<file path="config.mk">
export PLATFORM = sky130hd
export DESIGN_NAME = down_timer_with_pwm
export DESIGN_NICKNAME = d
export VERILOG_FILES = /design/src/rtl/down_timer_pkg.sv /design/src/rtl/down_timer_with_pwm.sv
export VERILOG_INCLUDE_DIRS = /design/src /design/src/rtl
export SDC_FILE = /design/constraint.sdc
export NUM_CORES = 1
export LEC_CHECK = 0
export ABC_AREA = 1
export BUFFER_PORTS_ARGS = -buffer_cell sky130_fd_sc_hd__buf_2
export CORE_UTILIZATION = 55
export CTS_CLUSTER_SIZE = 12
export DETAILED_ROUTE_END_ITERATION = 16
export GPL_ROUTABILITY_DRIVEN = 0
export PLACE_DENSITY_LB_ADDON = 0.2
export SLEW_MARGIN = 30
export SYNTH_ARGS = -nofsm -noshare
export SYNTH_HDL_FRONTEND = slang
export SYNTH_SLANG_ARGS = --single-unit
</file>
<file path="constraint.sdc">
create_clock -name pclk -period 1.9 [get_ports pclk]
set_input_delay 0.38 -clock pclk [delete_from_list [all_inputs] [get_ports pclk]]
set_output_delay 0.38 -clock pclk [all_outputs]
set_load 0.02 [all_outputs]
</file>
<file path="src/rtl/down_timer_regs.svh">
`ifndef DOWN_TIMER_REGS_SVH
`define DOWN_TIMER_REGS_SVH
// ----------------------------------------------------------------
// register indices (byte address = 4 * index)
// ----------------------------------------------------------------
`define IDX_TIMER_COUNT_LOW 6'h09
`define IDX_TIMER_CONTROL_ONE 6'h0A
`define IDX_TIMER_CONTROL_TWO 6'h0B
`define IDX_PWM_DUTY_LOW 6'h0C
`define IDX_SHARED_HIGH_BITS 6'h14
`define IDX_IRQ_STATUS 6'h15
`define IDX_IRQ_CLEAR 6'h16
`define IDX_IRQ_ENABLE 6'h17
// ----------------------------------------------------------------
// field positions
// ----------------------------------------------------------------
`define C1_COUNT_ENABLE 0
`define C1_RELOAD_SELECT 1
`define C1_ONE_SHOT_SELECT 2
`define C1_PWM_ACTIVE_LOW 6
`define C1_PWM_PIN_ENABLE 7
`define C2_PRESCALE_DISABLE_N 3
`define C2_EXT_EDGE_SELECT 4
`define C2_CLOCK_SOURCE_SELECT 5
`define HB_RELOAD_HI 7:6
`define HB_DUTY_HI 3:2
`define IRQ_UNDERFLOW 0
// ----------------------------------------------------------------
// reset values and counts
// ----------------------------------------------------------------
`define RST_CONTROL_ONE 8'h00
`define RST_CONTROL_TWO 8'h3F
`define RST_PRESCALER 8'hFF
`define RELOAD_MAX 10'h3FF
`endif

</file>
<file path="src/rtl/down_timer_pkg.sv">
package down_timer_pkg;
  // ----------------------------------------------------------------
  // complete state of the timer block
  // ----------------------------------------------------------------
  typedef struct packed {
    logic pin_en;
    logic act_low;
    logic one_shot;
    logic reload_sel;
    logic count_en;
    logic clk_src;
    logic edge_sel;
    logic presc_dis_n;
    logic [2:0] presc_sel;
    logic [7:0] reload_low;
    logic [7:0] duty_low;
    logic [7:0] high_bits;
    logic [9:0] cnt;
    logic stopped;
    logic [7:0] presc;
    logic ext_s1;
    logic ext_s2;
    logic ext_prev;
    logic irq_status;
    logic irq_en;
    logic uf_pulse;
    logic [31:0] prdata;
    logic pin_out;
    logic pin_oe_n;
  } timer_state_t;
endpackage : down_timer_pkg

</file>
<file path="src/rtl/down_timer_with_pwm.sv">
// Functional notes
// count register read returns low eight bits of the 10-bit counter
// count write stores reload low byte, loads counter from full reload
// counter decrements only while count enable bit 0 is set
// reload select is ignored in one-shot mode
// non-stop, reload select 0: underflow reloads 0x3FF
// non-stop, reload select 1: underflow reloads programmed reload value
// one-shot: count down to zero once, then stop
// polarity bit: 0 active high, 1 active low PWM
// pin enable 1 drives PWM onto pin, 0 leaves pin as GPIO
// prescale codes 000..111 divide by 2 up to 256
// prescale disable bit 1 bypasses prescaler, 0 inserts it
// software changes prescale select only while prescaler disabled
// external edge select: 1 falling, 0 rising edge counts
// clock source: 1 external pin, 0 instruction clock
// PWM frame period follows the 10-bit reload value
// PWM duty is shared high bits [3:2] over duty byte
// PWM active while counter at or below duty value
// each underflow gives a one-cycle event usable as interrupt
`timescale 1ns/1ps
`include "down_timer_regs.svh"

module down_timer_with_pwm #(
  parameter int ADDR_W = 8
) (
  input wire logic pclk, // bus and instruction clock
  input wire logic presetn, // asynchronous reset
  input wire logic psel, // APB select
  input wire logic penable, // APB access phase
  input wire logic pwrite, // APB direction
  input wire logic [ADDR_W-1:0] paddr, // APB byte address
  input wire logic [31:0] pwdata, // APB write data
  input wire logic [3:0] pstrb, // APB byte strobes
  output logic [31:0] prdata, // APB read data
  output logic pready, // APB ready
  output logic pslverr, // APB error on unmapped index
  input wire logic ext_count_clock_pin, // external count clock pin
  input wire logic gpio_out, // port logic pin data
  input wire logic gpio_oe_n, // port logic pin enable, low drives
  output logic pwm_port_pin_out, // pin data
  output logic pwm_port_pin_oe_n, // pin enable, low drives
  output logic underflow_pulse, // one cycle per underflow
  output logic irq // level interrupt
);

  // ----------------------------------------------------------------
  // state and bus decode
  // ----------------------------------------------------------------
  down_timer_pkg::timer_state_t state_ff;
  down_timer_pkg::timer_state_t nxt_state;

  logic [5:0] idx;
  logic wr_acc;
  logic rd_setup;
  logic mapped;
  logic ext_edge;
  logic src_pulse;
  logic [7:0] presc_mask;
  logic tick;
  logic uf;
  logic cnt_wr;
  logic [9:0] reload_val;
  logic [9:0] duty_val;
  logic pwm_act;
  logic [31:0] rd_val;

  assign idx = paddr[7:2];
  assign wr_acc = psel & penable & pwrite & pstrb[0];
  assign rd_setup = psel & ~penable & ~pwrite;

  // decode of the mapped indices
  always_comb
  begin
    case (idx)
      `IDX_TIMER_COUNT_LOW,
      `IDX_TIMER_CONTROL_ONE,
      `IDX_TIMER_CONTROL_TWO,
      `IDX_PWM_DUTY_LOW,
      `IDX_SHARED_HIGH_BITS,
      `IDX_IRQ_STATUS,
      `IDX_IRQ_CLEAR,
      `IDX_IRQ_ENABLE: mapped = 1'b1;
      default: mapped = 1'b0;
    endcase
  end

  // zero wait states: read data is captured in the setup cycle
  assign pready = 1'b1;
  assign pslverr = psel & penable & ~mapped;
  assign prdata = state_ff.prdata;

  // ----------------------------------------------------------------
  // count clock path
  // ----------------------------------------------------------------
  // edge seen only on the second synchroniser stage and its delayed copy
  assign ext_edge = state_ff.edge_sel ? (state_ff.ext_prev & ~state_ff.ext_s2)
                                      : (~state_ff.ext_prev & state_ff.ext_s2);
  assign src_pulse = state_ff.clk_src ? ext_edge : 1'b1;
  // division by 2 << select: mask covers the low select+1 bits
  assign presc_mask = 8'hFF >> (3'd7 - state_ff.presc_sel);
  // bypass when the disable bit is high
  assign tick = state_ff.presc_dis_n ? src_pulse
                                     : (src_pulse & ((state_ff.presc & presc_mask) == 8'h00));

  // ----------------------------------------------------------------
  // counter values and PWM compare
  // ----------------------------------------------------------------
  assign cnt_wr = wr_acc & (idx == `IDX_TIMER_COUNT_LOW);
  assign reload_val = {state_ff.high_bits[`HB_RELOAD_HI], state_ff.reload_low};
  assign duty_val = {state_ff.high_bits[`HB_DUTY_HI], state_ff.duty_low};
  // a write to the count register takes priority over a tick
  assign uf = tick & state_ff.count_en & ~state_ff.stopped & ~cnt_wr
              & (state_ff.cnt == 10'h000);
  // frame restarts at reload, so duty compare sets the active share
  assign pwm_act = (state_ff.cnt <= duty_val);

  // ----------------------------------------------------------------
  // read mux
  // ----------------------------------------------------------------
  // write-only locations and reserved bits read as zero
  always_comb
  begin
    rd_val = 32'h0000_0000;
    case (idx)
      `IDX_TIMER_COUNT_LOW: rd_val[7:0] = state_ff.cnt[7:0];
      `IDX_TIMER_CONTROL_ONE:
      begin
        rd_val[`C1_PWM_PIN_ENABLE] = state_ff.pin_en;
        rd_val[`C1_PWM_ACTIVE_LOW] = state_ff.act_low;
        rd_val[`C1_ONE_SHOT_SELECT] = state_ff.one_shot;
        rd_val[`C1_RELOAD_SELECT] = state_ff.reload_sel;
        rd_val[`C1_COUNT_ENABLE] = state_ff.count_en;
      end
      `IDX_TIMER_CONTROL_TWO:
      begin
        rd_val[`C2_CLOCK_SOURCE_SELECT] = state_ff.clk_src;
        rd_val[`C2_EXT_EDGE_SELECT] = state_ff.edge_sel;
        rd_val[`C2_PRESCALE_DISABLE_N] = state_ff.presc_dis_n;
        rd_val[2:0] = state_ff.presc_sel;
      end
      `IDX_SHARED_HIGH_BITS: rd_val[7:0] = state_ff.high_bits;
      `IDX_IRQ_STATUS: rd_val[`IRQ_UNDERFLOW] = state_ff.irq_status;
      `IDX_IRQ_ENABLE: rd_val[`IRQ_UNDERFLOW] = state_ff.irq_en;
      default: rd_val = 32'h0000_0000;
    endcase
  end

  // ----------------------------------------------------------------
  // next state
  // ----------------------------------------------------------------
  always_comb
  begin
    nxt_state = state_ff;
    // pin synchroniser: first stage feeds the second only
    nxt_state.ext_s1 = ext_count_clock_pin;
    nxt_state.ext_s2 = state_ff.ext_s1;
    nxt_state.ext_prev = state_ff.ext_s2;

    // register writes
    if (wr_acc)
    begin
      case (idx)
        `IDX_TIMER_CONTROL_ONE:
        begin
          nxt_state.pin_en = pwdata[`C1_PWM_PIN_ENABLE];
          nxt_state.act_low = pwdata[`C1_PWM_ACTIVE_LOW];
          nxt_state.one_shot = pwdata[`C1_ONE_SHOT_SELECT];
          nxt_state.reload_sel = pwdata[`C1_RELOAD_SELECT];
          nxt_state.count_en = pwdata[`C1_COUNT_ENABLE];
        end
        `IDX_TIMER_CONTROL_TWO:
        begin
          nxt_state.clk_src = pwdata[`C2_CLOCK_SOURCE_SELECT];
          nxt_state.edge_sel = pwdata[`C2_EXT_EDGE_SELECT];
          nxt_state.presc_dis_n = pwdata[`C2_PRESCALE_DISABLE_N];
          // no guard here: changing select while enabled may misfire
          nxt_state.presc_sel = pwdata[2:0];
        end
        `IDX_PWM_DUTY_LOW: nxt_state.duty_low = pwdata[7:0];
        `IDX_SHARED_HIGH_BITS: nxt_state.high_bits = pwdata[7:0];
        `IDX_IRQ_ENABLE: nxt_state.irq_en = pwdata[`IRQ_UNDERFLOW];
        default: nxt_state.irq_en = state_ff.irq_en;
      endcase
    end

    // prescaler: idles at all ones while bypassed
    if (state_ff.presc_dis_n)
    begin
      nxt_state.presc = `RST_PRESCALER;
    end
    else if (src_pulse)
    begin
      nxt_state.presc = state_ff.presc - 8'h01;
    end

    // down counter
    if (cnt_wr)
    begin
      nxt_state.reload_low = pwdata[7:0];
      nxt_state.cnt = {state_ff.high_bits[`HB_RELOAD_HI], pwdata[7:0]};
      nxt_state.stopped = 1'b0;
    end
    else if (tick & state_ff.count_en & ~state_ff.stopped)
    begin
      if (state_ff.cnt != 10'h000)
      begin
        nxt_state.cnt = state_ff.cnt - 10'h001;
      end
      else if (state_ff.one_shot)
      begin
        nxt_state.stopped = 1'b1;
      end
      else if (state_ff.reload_sel)
      begin
        nxt_state.cnt = reload_val;
      end
      else
      begin
        nxt_state.cnt = `RELOAD_MAX;
      end
    end

    // sticky status: a new underflow beats a clear in the same cycle
    if (wr_acc & (idx == `IDX_IRQ_CLEAR) & pwdata[`IRQ_UNDERFLOW])
    begin
      nxt_state.irq_status = 1'b0;
    end
    if (uf)
    begin
      nxt_state.irq_status = 1'b1;
    end
    nxt_state.uf_pulse = uf;

    // read data captured in setup, held through access
    if (rd_setup)
    begin
      nxt_state.prdata = rd_val;
    end

    // pin mux, registered to keep glitches off the pad
    if (state_ff.pin_en)
    begin
      nxt_state.pin_out = pwm_act ^ state_ff.act_low;
      nxt_state.pin_oe_n = 1'b0;
    end
    else
    begin
      nxt_state.pin_out = gpio_out;
      nxt_state.pin_oe_n = gpio_oe_n;
    end
  end

  // ----------------------------------------------------------------
  // state register
  // ----------------------------------------------------------------
  always_ff @(posedge pclk or negedge presetn)
  begin
    if (!presetn)
    begin
      state_ff <= '0;
      state_ff.clk_src <= 1'b1;
      state_ff.edge_sel <= 1'b1;
      state_ff.presc_dis_n <= 1'b1;
      state_ff.presc_sel <= 3'h7;
      state_ff.presc <= `RST_PRESCALER;
      state_ff.pin_oe_n <= 1'b1;
    end
    else
    begin
      state_ff <= nxt_state;
    end
  end

  // pin and underflow outputs straight from flip-flops; irq is status AND enable
  assign pwm_port_pin_out = state_ff.pin_out;
  assign pwm_port_pin_oe_n = state_ff.pin_oe_n;
  assign underflow_pulse = state_ff.uf_pulse;
  assign irq = state_ff.irq_status & state_ff.irq_en;
endmodule : down_timer_with_pwm

</file>
* Word level (Yosys, flattened, before mapping) *
Memories as Yosys holds them, arrays and structs flattened.
Index checks and enable logic that the tools add are counted.
W data, S select, Z words.

cells by class
  add/sub/neg operators = 3
  $lt $le $gt $ge = 1
  eq/ne operators = 10
  shift operators = 1
  muxes and demuxes = 20
  bitwise operators = 26
  reduce and logical (&&, ||, !) cells = 14

operators with widths
  operator                 number
  $mux W10                 3
  $eq A6 B4 Y1 const B     4
  $eq A6 B5 Y1 const B     4
  $mux W11                 2
  $and A1 B1 Y1            17
  $mux W8                  2
  $reduce_and A2 Y1        6
  $le A10 B10 Y1           1
  $logic_not A10 Y1        1
  $reduce_bool A10 Y1      1
  $sub A10 B1 Y10 const B  1
  $pmux W3 S3              1
  $and A8 B8 Y8            1
  $logic_not A8 Y1         1
  $mux W1                  8
  $pmux W2 S4              1
  $reduce_bool A2 Y1       4
  $shr A8 B3 Y8 const A    1
  $sub A8 B1 Y8 const B    1
  $not A1 Y1               7
  $pmux W1 S6              1
  $pmux W2 S3              1
  $ne A3 B1 Y1 const B     1
  $reduce_and A3 Y1        1
  other kinds (4)          4

word-level totals
  register bits after elaboration = 70
  bits in read-only memories = 32
  output and inout port bits = 38
  memories kept = 1

memories
  memory           depth  width  rd ports  clocked after memory_dff  wr ports  RTL line                   text
  (no name shown)  32     1      1         0                         0         down_timer_with_pwm.sv:74  case (idx)

* Longest topological paths before layout *
Gate-level depths: netlist (run 1).

  depth in word-level cells = 11
  mapped depth = 11
  depth with buffers taken out = 11

* Worst setup path after synthesis (run 1) *
OpenSTA, ideal clock, no wires.

  path kind = register to register
  from = register state_ff[49] (netlist bit)
  to = register state_ff[57] (netlist bit)
  library setup time = 0.118 ns
  arrival time = 1.520 ns
  slack = 0.262 ns
  cell stages (with the launch flop) = 11
  period minus slack after synthesis = 1.638 ns
  path through = dfrtp_1 > inv_1 > ha_1 > nand2_2 > nor2_4 > buf_6 > nor2_1 > o21ai_0 > nand2_1 > nand3_1 > nand2_1

on the way
  word-level cells in the longest chain between the ends = 4
  elaborated cells between the ends (all ways) = 7
  those cells by class = add/sub: 1; eq/ne: 1; mux: 3; reduce/logical: 2

RTL lines
  what                                                           RTL line                                                text
  start: declaration                                             down_timer_with_pwm.sv:49                               down_timer_pkg::timer_state_t state_ff;
  start signal: assignment                                       down_timer_with_pwm.sv:270                              state_ff <= nxt_state;
  $sub A10 B1 Y10 / $reduce_bool A10 Y1 (equally long branches)  down_timer_with_pwm.sv:207, down_timer_with_pwm.sv:205
  $mux W10                                                       down_timer_with_pwm.sv:205                              if (state_ff.cnt != 10'h000)
  $mux W11                                                       down_timer_with_pwm.sv:203                              else if (tick & state_ff.count_en & ~state_ff.stopped)
  $mux W11                                                       down_timer_with_pwm.sv:197                              if (cnt_wr)

Parallel ways exist; a longest one is shown, timed or not. The select of a mux whose other input is x is not followed.
A chain may end at the register's enable or synchronous reset.

* Final worst setup path (run 1) *
  from = register state_ff[54] (netlist bit)
  to = register state_ff[53] (netlist bit)

on the way
  word-level cells in the longest chain between the ends = 4
  elaborated cells between the ends (all ways) = 6
  those cells by class = eq/ne: 1; mux: 3; reduce/logical: 2

RTL lines
  what                     RTL line
  $reduce_bool A10 Y1 (*)  down_timer_with_pwm.sv:205
  $mux W10                 down_timer_with_pwm.sv:205
  $mux W11                 down_timer_with_pwm.sv:203
  $mux W11                 down_timer_with_pwm.sv:197

Every way passes the cells marked *; elsewhere a longest branch is shown, timed or not. The select of a mux whose other input is x is not followed.

==> reports/qor.yml, run 1 <==
outcome:
  status: "finished clean"
power:
  p_per_area_nw_per_um2: 897
  p_leak_uw: 0.00242
  irDropWorstVdd_uv: 399
placed_design:
  numPortBuffers: 35
  dpl_worst_slack_ns: 0.208
  detailedPlacementHpwl_mm: 7.15
worst_setup_path:
  reg2reg_from: "state_ff[54]$_DFFE_PN0P_"
  crit_top_cell: "nand2_1"
  cp.arrival_ns: 2.02
  timing.rr.end: "state_ff[53]$_DFFE_PN0P_"
  path_max_fanout: 5
  cp.required_ns: 2.15
  critPathCapture: "state_ff[53]$_DFFE_PN0P_"
  r2r_setup_slack_ns: 0.13
  crit_chain: "nor2_1 > nand2_1 > nor2_4 > buf_4 > nand2_1 > inv_1 > nand3_1 > nand3_1 > nand2_1 > nand3_1 > nand2_1"
  path_buf_inv: 2
  cp_slowest_cell: "dfrtp_1"
  end_kind: "register"
  crit_start: "state_ff[54]$_DFFE_PN0P_"
  cp_top_family: "simple AND/OR/NAND/NOR gates"
  crit_cells: 11
  crit_type: "register to register"
  reg2reg_depth: 11
  critPathMaxStageDelay_ns: 0.46
  critPathLaunchType: "register"
yosys:
  yosys.area.top_type: "dfrtp_1"
  synthTopCellsByArea: "dfrtp_1 33%, nand2_1 16%, dfstp_2 9.3%, buf_4 6.2%, inv_1 5.3%"
  synthesis.area_sq_um: 4220
  synth.avg_cell_area_sq_um: 7.61
  yosys_warnings: 0
  ys_types: 37
  seq_area_frac_synth: 0.420
  synth_cells: 554
  synth_top_area_share: 0.327
  ys_ff_latch: 70
grt:
  antenna_found_initial: 0
  grt_max_degree: 57
  overflow: 0
  grt_pass1_vias: 3323
  grt_usage: 0.271
  grt_pass1_wl_mm: 16.0
routing:
  highest_layer: "met4"
  vias: 3692
  wl_met2_mm: 4.56
  drc: 0
  drtIter0Drc: 275
  dr.pass1.iters: 5
  drtAntennaViolNets: 0
  vias_per_cell: 5.26
  wl_met1_mm: 4.45
  drt_wl_total_mm: 9.78
  routedWlPerCell_um: 13.9
  wl_met3_um: 637
min_path:
  min_path_type: "input pin to register"
cells_and_area:
  finalNetCount: 662
  utilization: 0.634
  layout_common_cells: "176 x nand2_1, 60 x inv_1, 55 x dfrtp_1"
  diodes: 0
  fillers: 677
  drive_gt1_frac: 0.179
  final_common_cell: "nand2_1"
  syn_to_final_growth_pct: 10.3
clock_tree:
  cts_buffers: 9
  path_clk_slew_ns: 0.08
  clock_latency_ns: 0.36
  clockBufferDepth: 2
  postCtsSetupBuffers: 0
  cts_root_buffer: "clkbuf_8"
  cts.sinks: 70
  cts_tree: "built"
  htree_num_levels: 3
floorplan:
  core_region_area_sq_um: 7330
  ioPinCount: 90
  die_w_um: 89.5
  start_util: 0.575
  die_h_um: 89.5
  dieArea_sq_um: 8020
  rows: 31
run:
  drv_cap: 0
sta:
  rsz0062_at_grt: "no"
  finalCritPeriodShare: 0.931
  clock_skew_ns: 0.00823
  min_period_ns: 1.77
  hold_viol_final: 0
  fin_ws_ns: 0.130
  max_freq_mhz: 565
  setup_viol: 0
  fin_setup_tns_ns: 0
  slew_viol_final: 0
## flip-flops by register name, summed over array words and instances (netlist names)
signal,flops
nxt_state,2
pwm_port_pin_oe_n,1
underflow_pulse,1
reload_val,10
state_ff,37
duty_val,10
pwm_port_pin_out,1
prdata,8
## worst min path at each step
stage                         from                       to  slack (ns)  cells after the start
2_1_floorplan              presetn  duty_val[0]$_DFFE_PN0P_        0.08                      0
3_3_place_gp               presetn  nxt_state[38]$_DFF_PN0_        0.32                      1
3_5_place_dp               presetn  nxt_state[38]$_DFF_PN0_        0.32                      1
4_1_cts        ext_count_clock_pin  nxt_state[38]$_DFF_PN0_        0.12                      1
5_1_grt        ext_count_clock_pin  nxt_state[38]$_DFF_PN0_        0.12                      1
6_report       ext_count_clock_pin  nxt_state[38]$_DFF_PN0_        0.13                      1
## logic make-up (layout without fill, tap and decap cells)
logic type,count (synthesis),after routing,share of synthesized area
simple gates,288,288,0.315
fa+ha+maj,12,12,0.0356
buf+inv,106,132,0.131
other cells,2,25,0.00178
flops,70,70,0.420
xor+xnor,3,3,0.00623
compound gates,73,73,0.0911
## report_power, final
group          leakage, uW  switching (uW)  internal, uW
clock            0.0000996             613           610
sequential        0.000865             118          1680
combinational      0.00145             722           423
total              0.00242            1450          2720
## metrics by stage
step	power, uW	std cells	area, sq um	hold WS (ns)
after floorplan	2680	577	4300	0.0844
after global placement	2890	685	4440	0.320
after detailed placement	2940	685	4440	0.323
after CTS	4170	702	4640	0.120
after global routing	4440	702	4650	0.117
final	4170	702	4650	0.131
## routing by layer
| metal | vias to the layer above | track usage |
|---|---|---|
| met5 | - | 0 |
| met4 | 0 | 0.113 |
| met3 | 12 | 0.0683 |
| met2 | 142 | 0.427 |
| met1 | 1723 | 0.356 |
| li1 | 1815 | - |
## cells in the mapped netlist (all sizes together)
master   count
nand2      181
inv         60
dfrtp       55
o21ai       52
nand3       43
buf         41
nor2        32
nand4       18
dfstp       15
a21oi       14
ha          12
clkbuf       4
nand3b       4
nor3         4
or2          3
xor2         3
conb         2
o211ai       2
a211oi       1
a21boi       1
a2bb2oi      1
and2         1
and3         1
clkinv       1
nor3b        1
o21a         1
o31ai        1
## final cells by class
| type | instances | area (sq um) | area share |
|---|---|---|---|
| sequential | 70 | 1770 | 0.381 |
| clock inverter | 7 | 73.8 | 0.0159 |
| multi-input combinational | 401 | 1990 | 0.427 |
| timing repair buffer | 55 | 340 | 0.0732 |
| inverter | 61 | 230 | 0.0495 |
| tap | 99 | 124 | 0.0266 |
| clock buffer | 9 | 124 | 0.0266 |
## timing repair
| action | CTS | global route |
|---|---|---|
| endpoints found under the setup margin | 0 | 1 |
| hold buffers | 1 | 0 |
| endpoints found under the hold margin | 14 | 0 |
| gates resized for setup | 0 | 1 |
Note: power is estimated with default switching activity, not from simulation.
==> run 2, diff against run 1 <==
--- a/config.mk
+++ b/config.mk
@@ -8,7 +8,7 @@
 export LEC_CHECK = 0
 export ABC_AREA = 1
 export BUFFER_PORTS_ARGS = -buffer_cell sky130_fd_sc_hd__buf_2
-export CORE_UTILIZATION = 55
+export CORE_UTILIZATION = 50
 export CTS_CLUSTER_SIZE = 12
 export DETAILED_ROUTE_END_ITERATION = 16
 export GPL_ROUTABILITY_DRIVEN = 0
==> constraint.sdc (replaced) <==
create_clock -name pclk -period 1.5 [get_ports pclk]
set_input_delay 0.3 -clock pclk [delete_from_list [all_inputs] [get_ports pclk]]
set_output_delay 0.3 -clock pclk [all_outputs]
set_load 0.02 [all_outputs]
==> run 2 against run 1 <==
  * The run now ends with negative setup slack left
  * Die area up 9.8%
  * Register-to-register slack worse by 0.26 ns
  * Critical path type unchanged
  * Non-clock buffer count up 48
  * Sequential power up 27%
==> reports/qor.yml, run 2 (synthesized netlist as in run 1, its figures left out) <==
clock_tree:
  htree_num_levels: 3  # unchanged
  path_clk_slew_ns: 0.08  # about the same
  cts.sinks: 70  # unchanged
  clock_latency_ns: 0.36  # about the same
  cts_buffers: 9  # unchanged
  clockBufferDepth: 2  # unchanged
  cts_tree: "built"  # unchanged
  cts_root_buffer: "clkbuf_8"  # unchanged
power:
  p_leak_uw: 0.00271  # was 0.00242 uW
  irDropWorstVdd_uv: 587  # was 399 uV
  seqPwrFrac: 0.372  # was 0.432
  total_power_uw: 6120  # was 4170 uW
  netSwitchingPower_uw: 2040  # was 1450 uW
  p_clk_frac: 0.302  # was 0.293
  internal_power_uw: 4080  # was 2720 uW
  swShare: 0.333  # was 0.349
  p_per_area_nw_per_um2: 1130  # was 897 nW/um^2
  pwr-share-comb: 0.325  # was 0.275
cells_and_area:
  largest_reg_flops: 37  # unchanged
  final_common_cell: "nand2_1"  # unchanged
  drive_gt1_frac: 0.325  # was 0.179
  diodes: 0  # unchanged
  top_register: "state_ff"  # unchanged
  finalNetCount: 712  # was 662
  syn_to_final_growth_pct: 28.5  # was 10.3%
  layout_common_cells: "164 x nand2_1, 54 x buf_4, 51 x inv_1, 51 x dfrtp_1, 35 x buf_2"  # was 176 x nand2_1, 60 x inv_1, 55 x dfrtp_1
  fillers: 705  # was 677
  postLayoutCellArea_sq_um: 5420  # was 4650 sq um
grt:
  grt_pass1_wl_mm: 17.9  # was 16.0 mm
  antenna_found_initial: 0  # unchanged
  grt_max_degree: 38  # was 57
  grt_pass1_vias: 3677  # was 3323
  grt_usage: 0.269  # was 0.271
  overflow: 0  # unchanged
outcome:
  failed_checks: "negative setup slack"
  status: "finished with violations"  # was finished clean
routing:
  drtAntennaViolNets: 0  # unchanged
  drtIter0Drc: 213  # was 275
  vias_per_cell: 5.26  # about the same
  drt_wl_total_mm: 11.3  # was 9.78 mm
  vias: 3989  # was 3692
  dr.pass1.iters: 5  # unchanged
  drc: 0  # unchanged
  routedWlPerCell_um: 14.9  # was 13.9 um
floorplan:
  die_h_um: 93.8  # was 89.5 um
  core_region_area_sq_um: 8180  # was 7330 sq um
  die_w_um: 93.8  # was 89.5 um
  rows: 33  # was 31
  dieArea_sq_um: 8800  # was 8020 sq um
  ioPinCount: 90  # unchanged
  start_util: 0.516  # was 0.575
placed_design:
  detailedPlacementHpwl_mm: 7.69  # was 7.15 mm
  place_area_sq_um: 4790  # was 4440 sq um
  numPortBuffers: 35  # unchanged
  dpl_worst_slack_ns: -0.139  # was 0.208 ns
sta:
  finalCritPeriodShare: 1.09  # was 0.931
  fin_setup_tns_ns: -1.18  # was 0 ns
  setup_viol: 11  # was 0
  max_freq_mhz: 612  # was 565 MHz
  min_period_ns: 1.63  # was 1.77 ns
  hold_viol_final: 0  # unchanged
  slew_viol_final: 0  # unchanged
  rsz0062_at_grt: "yes"  # was no
  fin_ws_ns: -0.134  # was 0.130 ns
  clock_skew_ns: 0.0122  # was 0.00823 ns
min_path:
  min_path_type: "input pin to register"  # unchanged
  min_path_cells: 1  # unchanged
  min_to: "nxt_state[38]$_DFF_PN0_"  # unchanged
  hp-start: "ext_count_clock_pin"  # unchanged
worst_setup_path:
  crit_type: "register to register"  # unchanged
  cp.arrival_ns: 1.93  # was 2.02 ns
  r2r_setup_slack_ns: -0.13  # was 0.13 ns
  path_max_fanout: 4  # was 5
  critPathLaunchType: "register"  # unchanged
  end_kind: "register"  # unchanged
  timing.rr.end: "state_ff[53]$_DFFE_PN0P_"  # unchanged
  cp.required_ns: 1.80  # was 2.15 ns
  reg2reg_depth: 13  # was 11
  reg2reg_from: "state_ff[50]$_DFFE_PN0P_"  # was state_ff[54]$_DFFE_PN0P_
run:
  drv_cap: 0  # unchanged
-- run 2: how the worst max path moves through the flow --
stage	end	slack, ns	from	depth (start not counted)
global route	state_ff[56]$_DFFE_PN0P_	-0.28	state_ff[50]$_DFFE_PN0P_	9
floorplan	state_ff[57]$_DFFE_PN0P_	0.01	state_ff[49]$_DFFE_PN0P_	10
detailed placement	state_ff[57]$_DFFE_PN0P_	-0.14	penable	9
finish	state_ff[53]$_DFFE_PN0P_	-0.13	state_ff[50]$_DFFE_PN0P_	13
CTS	state_ff[50]$_DFFE_PN0P_	-0.08	state_ff[50]$_DFFE_PN0P_	9
global placement	state_ff[55]$_DFFE_PN0P_	-0.11	state_ff[50]$_DFFE_PN0P_	11
-- run 2: area by class of cell --
cell class                      count  area (sq um)  area share
Sequential cell                    70          1780       0.328
Inverter                           61           234      0.0432
Timing Repair Buffer              103           781       0.144
Clock inverter                      6           109      0.0201
Tap cell                          105           131      0.0242
Multi-Input combinational cell    403          2260       0.417
Clock buffer                       10           128      0.0236
-- run 2: metrics by stage --
stage | hold WS (ns) | cells | util
floorplan | 0.00441 | 577 | -
global placement | 0.254 | 729 | 0.586
detailed placement | 0.258 | 729 | 0.586
CTS | 0.0469 | 754 | 0.639
global route | 0.0379 | 758 | 0.663
finish | 0.0470 | 758 | 0.663
-- run 2: repair_timing --
item	in CTS	in global routing
hold endpoints to repair	9	0
cloned	2	0
gates resized for setup	29	49
buffers inserted	6	5
endpoints found under the setup margin	13	17
hold buffers	1	0
pin swaps	7	27
-- run 2: power by group through the flow --
stage / clock network (uW) / registers (uW) / logic [uW]
after floorplan: 0 / 2270 / 1120
after global placement: 0 / 2290 / 1540
after detailed placement: 0 / 2300 / 1580
after CTS: 1860 / 2260 / 1760
after global routing: 1960 / 2300 / 2210
final: 1850 / 2280 / 1990
-- run 2: critical path, cell delays in order, from the launching register on --
cell     delay (ns)
dfrtp_2        0.45
inv_2          0.08
ha_4           0.15
nand2_4        0.06
buf_4          0.13
buf_4          0.13
inv_2          0.05
nand2_2        0.07
buf_4          0.14
nand2_2        0.05
nand3_1        0.07
nand2_1        0.07
nand3_2        0.07
nand2_1        0.07
-- run 2: per-layer routing --
metal / share of wire / track usage / vias to the layer above
met5: 0 / 0 / -
met4: 0.023 / 0.129 / 0
met3: 0.055 / 0.0396 / 27
met2: 0.50 / 0.448 / 156
met1: 0.42 / 0.343 / 1885
li1: - / - / 1921
==> run 3, diff against run 2 <==
--- a/config.mk
+++ b/config.mk
@@ -12,6 +12,7 @@
 export CTS_CLUSTER_SIZE = 12
 export DETAILED_ROUTE_END_ITERATION = 16
 export GPL_ROUTABILITY_DRIVEN = 0
+export MAX_ROUTING_LAYER = met4
 export PLACE_DENSITY_LB_ADDON = 0.2
 export SLEW_MARGIN = 30
 export SYNTH_ARGS = -nofsm -noshare
==> run 3 against run 2 <==
  * The run still ends with negative setup slack left
  * Wire length decreased by 0.90%
  * Hold slack about the same
  * Global-route usage increased by 0.66 points
  * Fmax decreased by 0.65%
  * Critical endpoint unchanged
==> reports/qor.yml, run 3 (synthesized netlist as in run 1, its figures left out) <==
floorplan:
  core_region_area_sq_um: 8180  # unchanged
  rows: 33  # unchanged
  ioPinCount: 90  # unchanged
  dieArea_sq_um: 8800  # unchanged
  start_util: 0.516  # unchanged
  die_h_um: 93.8  # unchanged
  die_w_um: 93.8  # unchanged
worst_setup_path:
  crit_type: "register to register"  # unchanged
  crit_top_cell: "buf_4"  # unchanged
  timing.rr.end: "state_ff[53]$_DFFE_PN0P_"  # unchanged
  reg2reg_depth: 13  # unchanged
  cp.required_ns: 1.80  # about the same
  crit_chain: "inv_2 > ha_4 > nand2_4 > buf_4 > buf_4 > inv_2 > nand2_2 > buf_4 > nand2_2 > nand3_1 > nand2_1 > nand3_2 > nand2_1"  # unchanged
  reg2reg_from: "state_ff[50]$_DFFE_PN0P_"  # unchanged
  r2r_setup_slack_ns: -0.15  # was -0.13 ns
  cp_slowest_cell: "dfrtp_2"  # unchanged
  critPathLaunchType: "register"  # unchanged
  cp.arrival_ns: 1.94  # was 1.93 ns
  path_max_fanout: 4  # unchanged
  critPathMaxStageDelay_ns: 0.44  # was 0.45 ns
  end_kind: "register"  # unchanged
cells_and_area:
  drive_gt1_frac: 0.326  # was 0.325
  syn_to_final_growth_pct: 28.9  # was 28.5%
  layout_common_cells: "165 x nand2_1, 55 x buf_4, 51 x inv_1, 51 x dfrtp_1, 35 x buf_2"  # was 164 x nand2_1, 54 x buf_4, 51 x inv_1, 51 x dfrtp_1, 35 x buf_2
  top_register: "state_ff"  # unchanged
  utilization: 0.665  # was 0.663
  largest_reg_flops: 37  # unchanged
  diodes: 0  # unchanged
  final_common_cell: "nand2_1"  # unchanged
  finalNetCount: 713  # was 712
  final_cells: 759  # was 758
sta:
  max_freq_mhz: 608  # was 612 MHz
  rsz0062_at_grt: "yes"  # unchanged
  hold_viol_final: 0  # unchanged
  slew_viol_final: 0  # unchanged
  whs_ns: 0.0470  # about the same
  clock_skew_ns: 0.0124  # was 0.0122 ns
  finalCritPeriodShare: 1.10  # was 1.09
  fin_setup_tns_ns: -1.07  # was -1.18 ns
  setup_viol: 11  # unchanged
  fin_ws_ns: -0.145  # was -0.134 ns
  min_period_ns: 1.65  # was 1.63 ns
routing:
  routedWlPerCell_um: 14.8  # was 14.9 um
  vias: 3951  # was 3989
  dr.pass1.iters: 5  # unchanged
  drtIter0Drc: 212  # was 213
  drtAntennaViolNets: 0  # unchanged
  vias_per_cell: 5.21  # was 5.26
  drc: 0  # unchanged
  drt_wl_total_mm: 11.2  # was 11.3 mm
grt:
  grt_usage: 0.276  # was 0.269
  overflow: 0  # unchanged
  grt_pass1_vias: 3670  # was 3677
  antenna_found_initial: 0  # unchanged
  grt_max_degree: 38  # unchanged
  grt_pass1_wl_mm: 17.9  # unchanged
min_path:
  hp-start: "ext_count_clock_pin"  # unchanged
  min_path_cells: 1  # unchanged
  min_to: "nxt_state[38]$_DFF_PN0_"  # unchanged
  min_path_type: "input pin to register"  # unchanged
clock_tree:
  clock_latency_ns: 0.36  # about the same
  htree_num_levels: 3  # unchanged
  cts_buffers: 9  # unchanged
  cts_root_buffer: "clkbuf_8"  # unchanged
  cts.sinks: 70  # unchanged
  path_clk_slew_ns: 0.08  # about the same
  cts_tree: "built"  # unchanged
  clockBufferDepth: 2  # unchanged
placed_design:
  numPortBuffers: 35  # unchanged
  dp.cells: 729  # unchanged
  detailedPlacementHpwl_mm: 7.69  # unchanged
outcome:
  failed_checks: "negative setup slack"  # unchanged
  status: "finished with violations"  # unchanged
power:
  total_power_uw: 6120  # about the same
  irDropWorstVdd_uv: 614  # was 587 uV
  p_per_area_nw_per_um2: 1130  # about the same
  p_leak_uw: 0.00272  # was 0.00271 uW
run:
  drv_cap: 0  # unchanged
-- run 3: changes by cell type in the layout (fill, tap and decap cells not counted), sizes merged --
cell  delta
buf      +1
-- run 3: how the worst max path moves through the flow --
| stage | start | to | slack (ns) | cells past startpoint |
|---|---|---|---|---|
| 2_1_floorplan | state_ff[49]$_DFFE_PN0P_ | state_ff[57]$_DFFE_PN0P_ | 0.01 | 10 |
| 3_3_place_gp | state_ff[50]$_DFFE_PN0P_ | state_ff[55]$_DFFE_PN0P_ | -0.11 | 11 |
| 4_1_cts | state_ff[50]$_DFFE_PN0P_ | state_ff[50]$_DFFE_PN0P_ | -0.08 | 9 |
| 5_1_grt | state_ff[50]$_DFFE_PN0P_ | state_ff[58]$_DFFE_PN0P_ | -0.21 | 13 |
| 3_5_place_dp | penable | state_ff[57]$_DFFE_PN0P_ | -0.14 | 9 |
| 6_report | state_ff[50]$_DFFE_PN0P_ | state_ff[53]$_DFFE_PN0P_ | -0.15 | 13 |
-- run 3: worst max-delay path: cells and delay by family, from the launching register on --
family                     cells  cell delay, ns
adders and majority gates      1            0.15
buffers and inverters          5            0.53
DFF                            1            0.44
and+or+nand+nor                7            0.47
-- run 3: stage by stage --
stage	instance area, sq um	setup slack (ns)
2_1_floorplan	4310	0.0121
3_3_place_gp	4790	-0.108
3_5_place_dp	4790	-0.139
4_1_cts	5230	-0.0787
5_1_grt	5430	-0.214
6_report	5430	-0.145
-- run 3: final cells by class --
cell class / count / area (sq um)
Tap cell: 105 / 131
Clock inverter: 6 / 109
Sequential cell: 70 / 1780
Clock buffer: 10 / 128
Multi-Input combinational cell: 403 / 2270
Fill cell: 698 / 2740
Inverter: 61 / 234
Timing Repair Buffer: 104 / 788
-- run 3: timing repair --
item | CTS | global route
cloned | 2 | 0
setup buffers | 6 | 6
hold endpoints to repair | 9 | 0
hold buffers | 1 | 0
setup endpoints to repair | 13 | 17
resized for setup | 29 | 50
pin swaps | 7 | 28
-- run 3: report_power, final --
| group | switching, uW | internal [uW] | leakage (uW) |
|---|---|---|---|
| clock network | 746 | 1110 | 0.000121 |
| logic | 1140 | 852 | 0.00174 |
| registers | 150 | 2130 | 0.000859 |
-- run 3: layer usage --
layer	GRT usage	wire, um
met5	-	0
met4	0.129	290
met3	0.0348	554
met2	0.447	5570
met1	0.344	4800
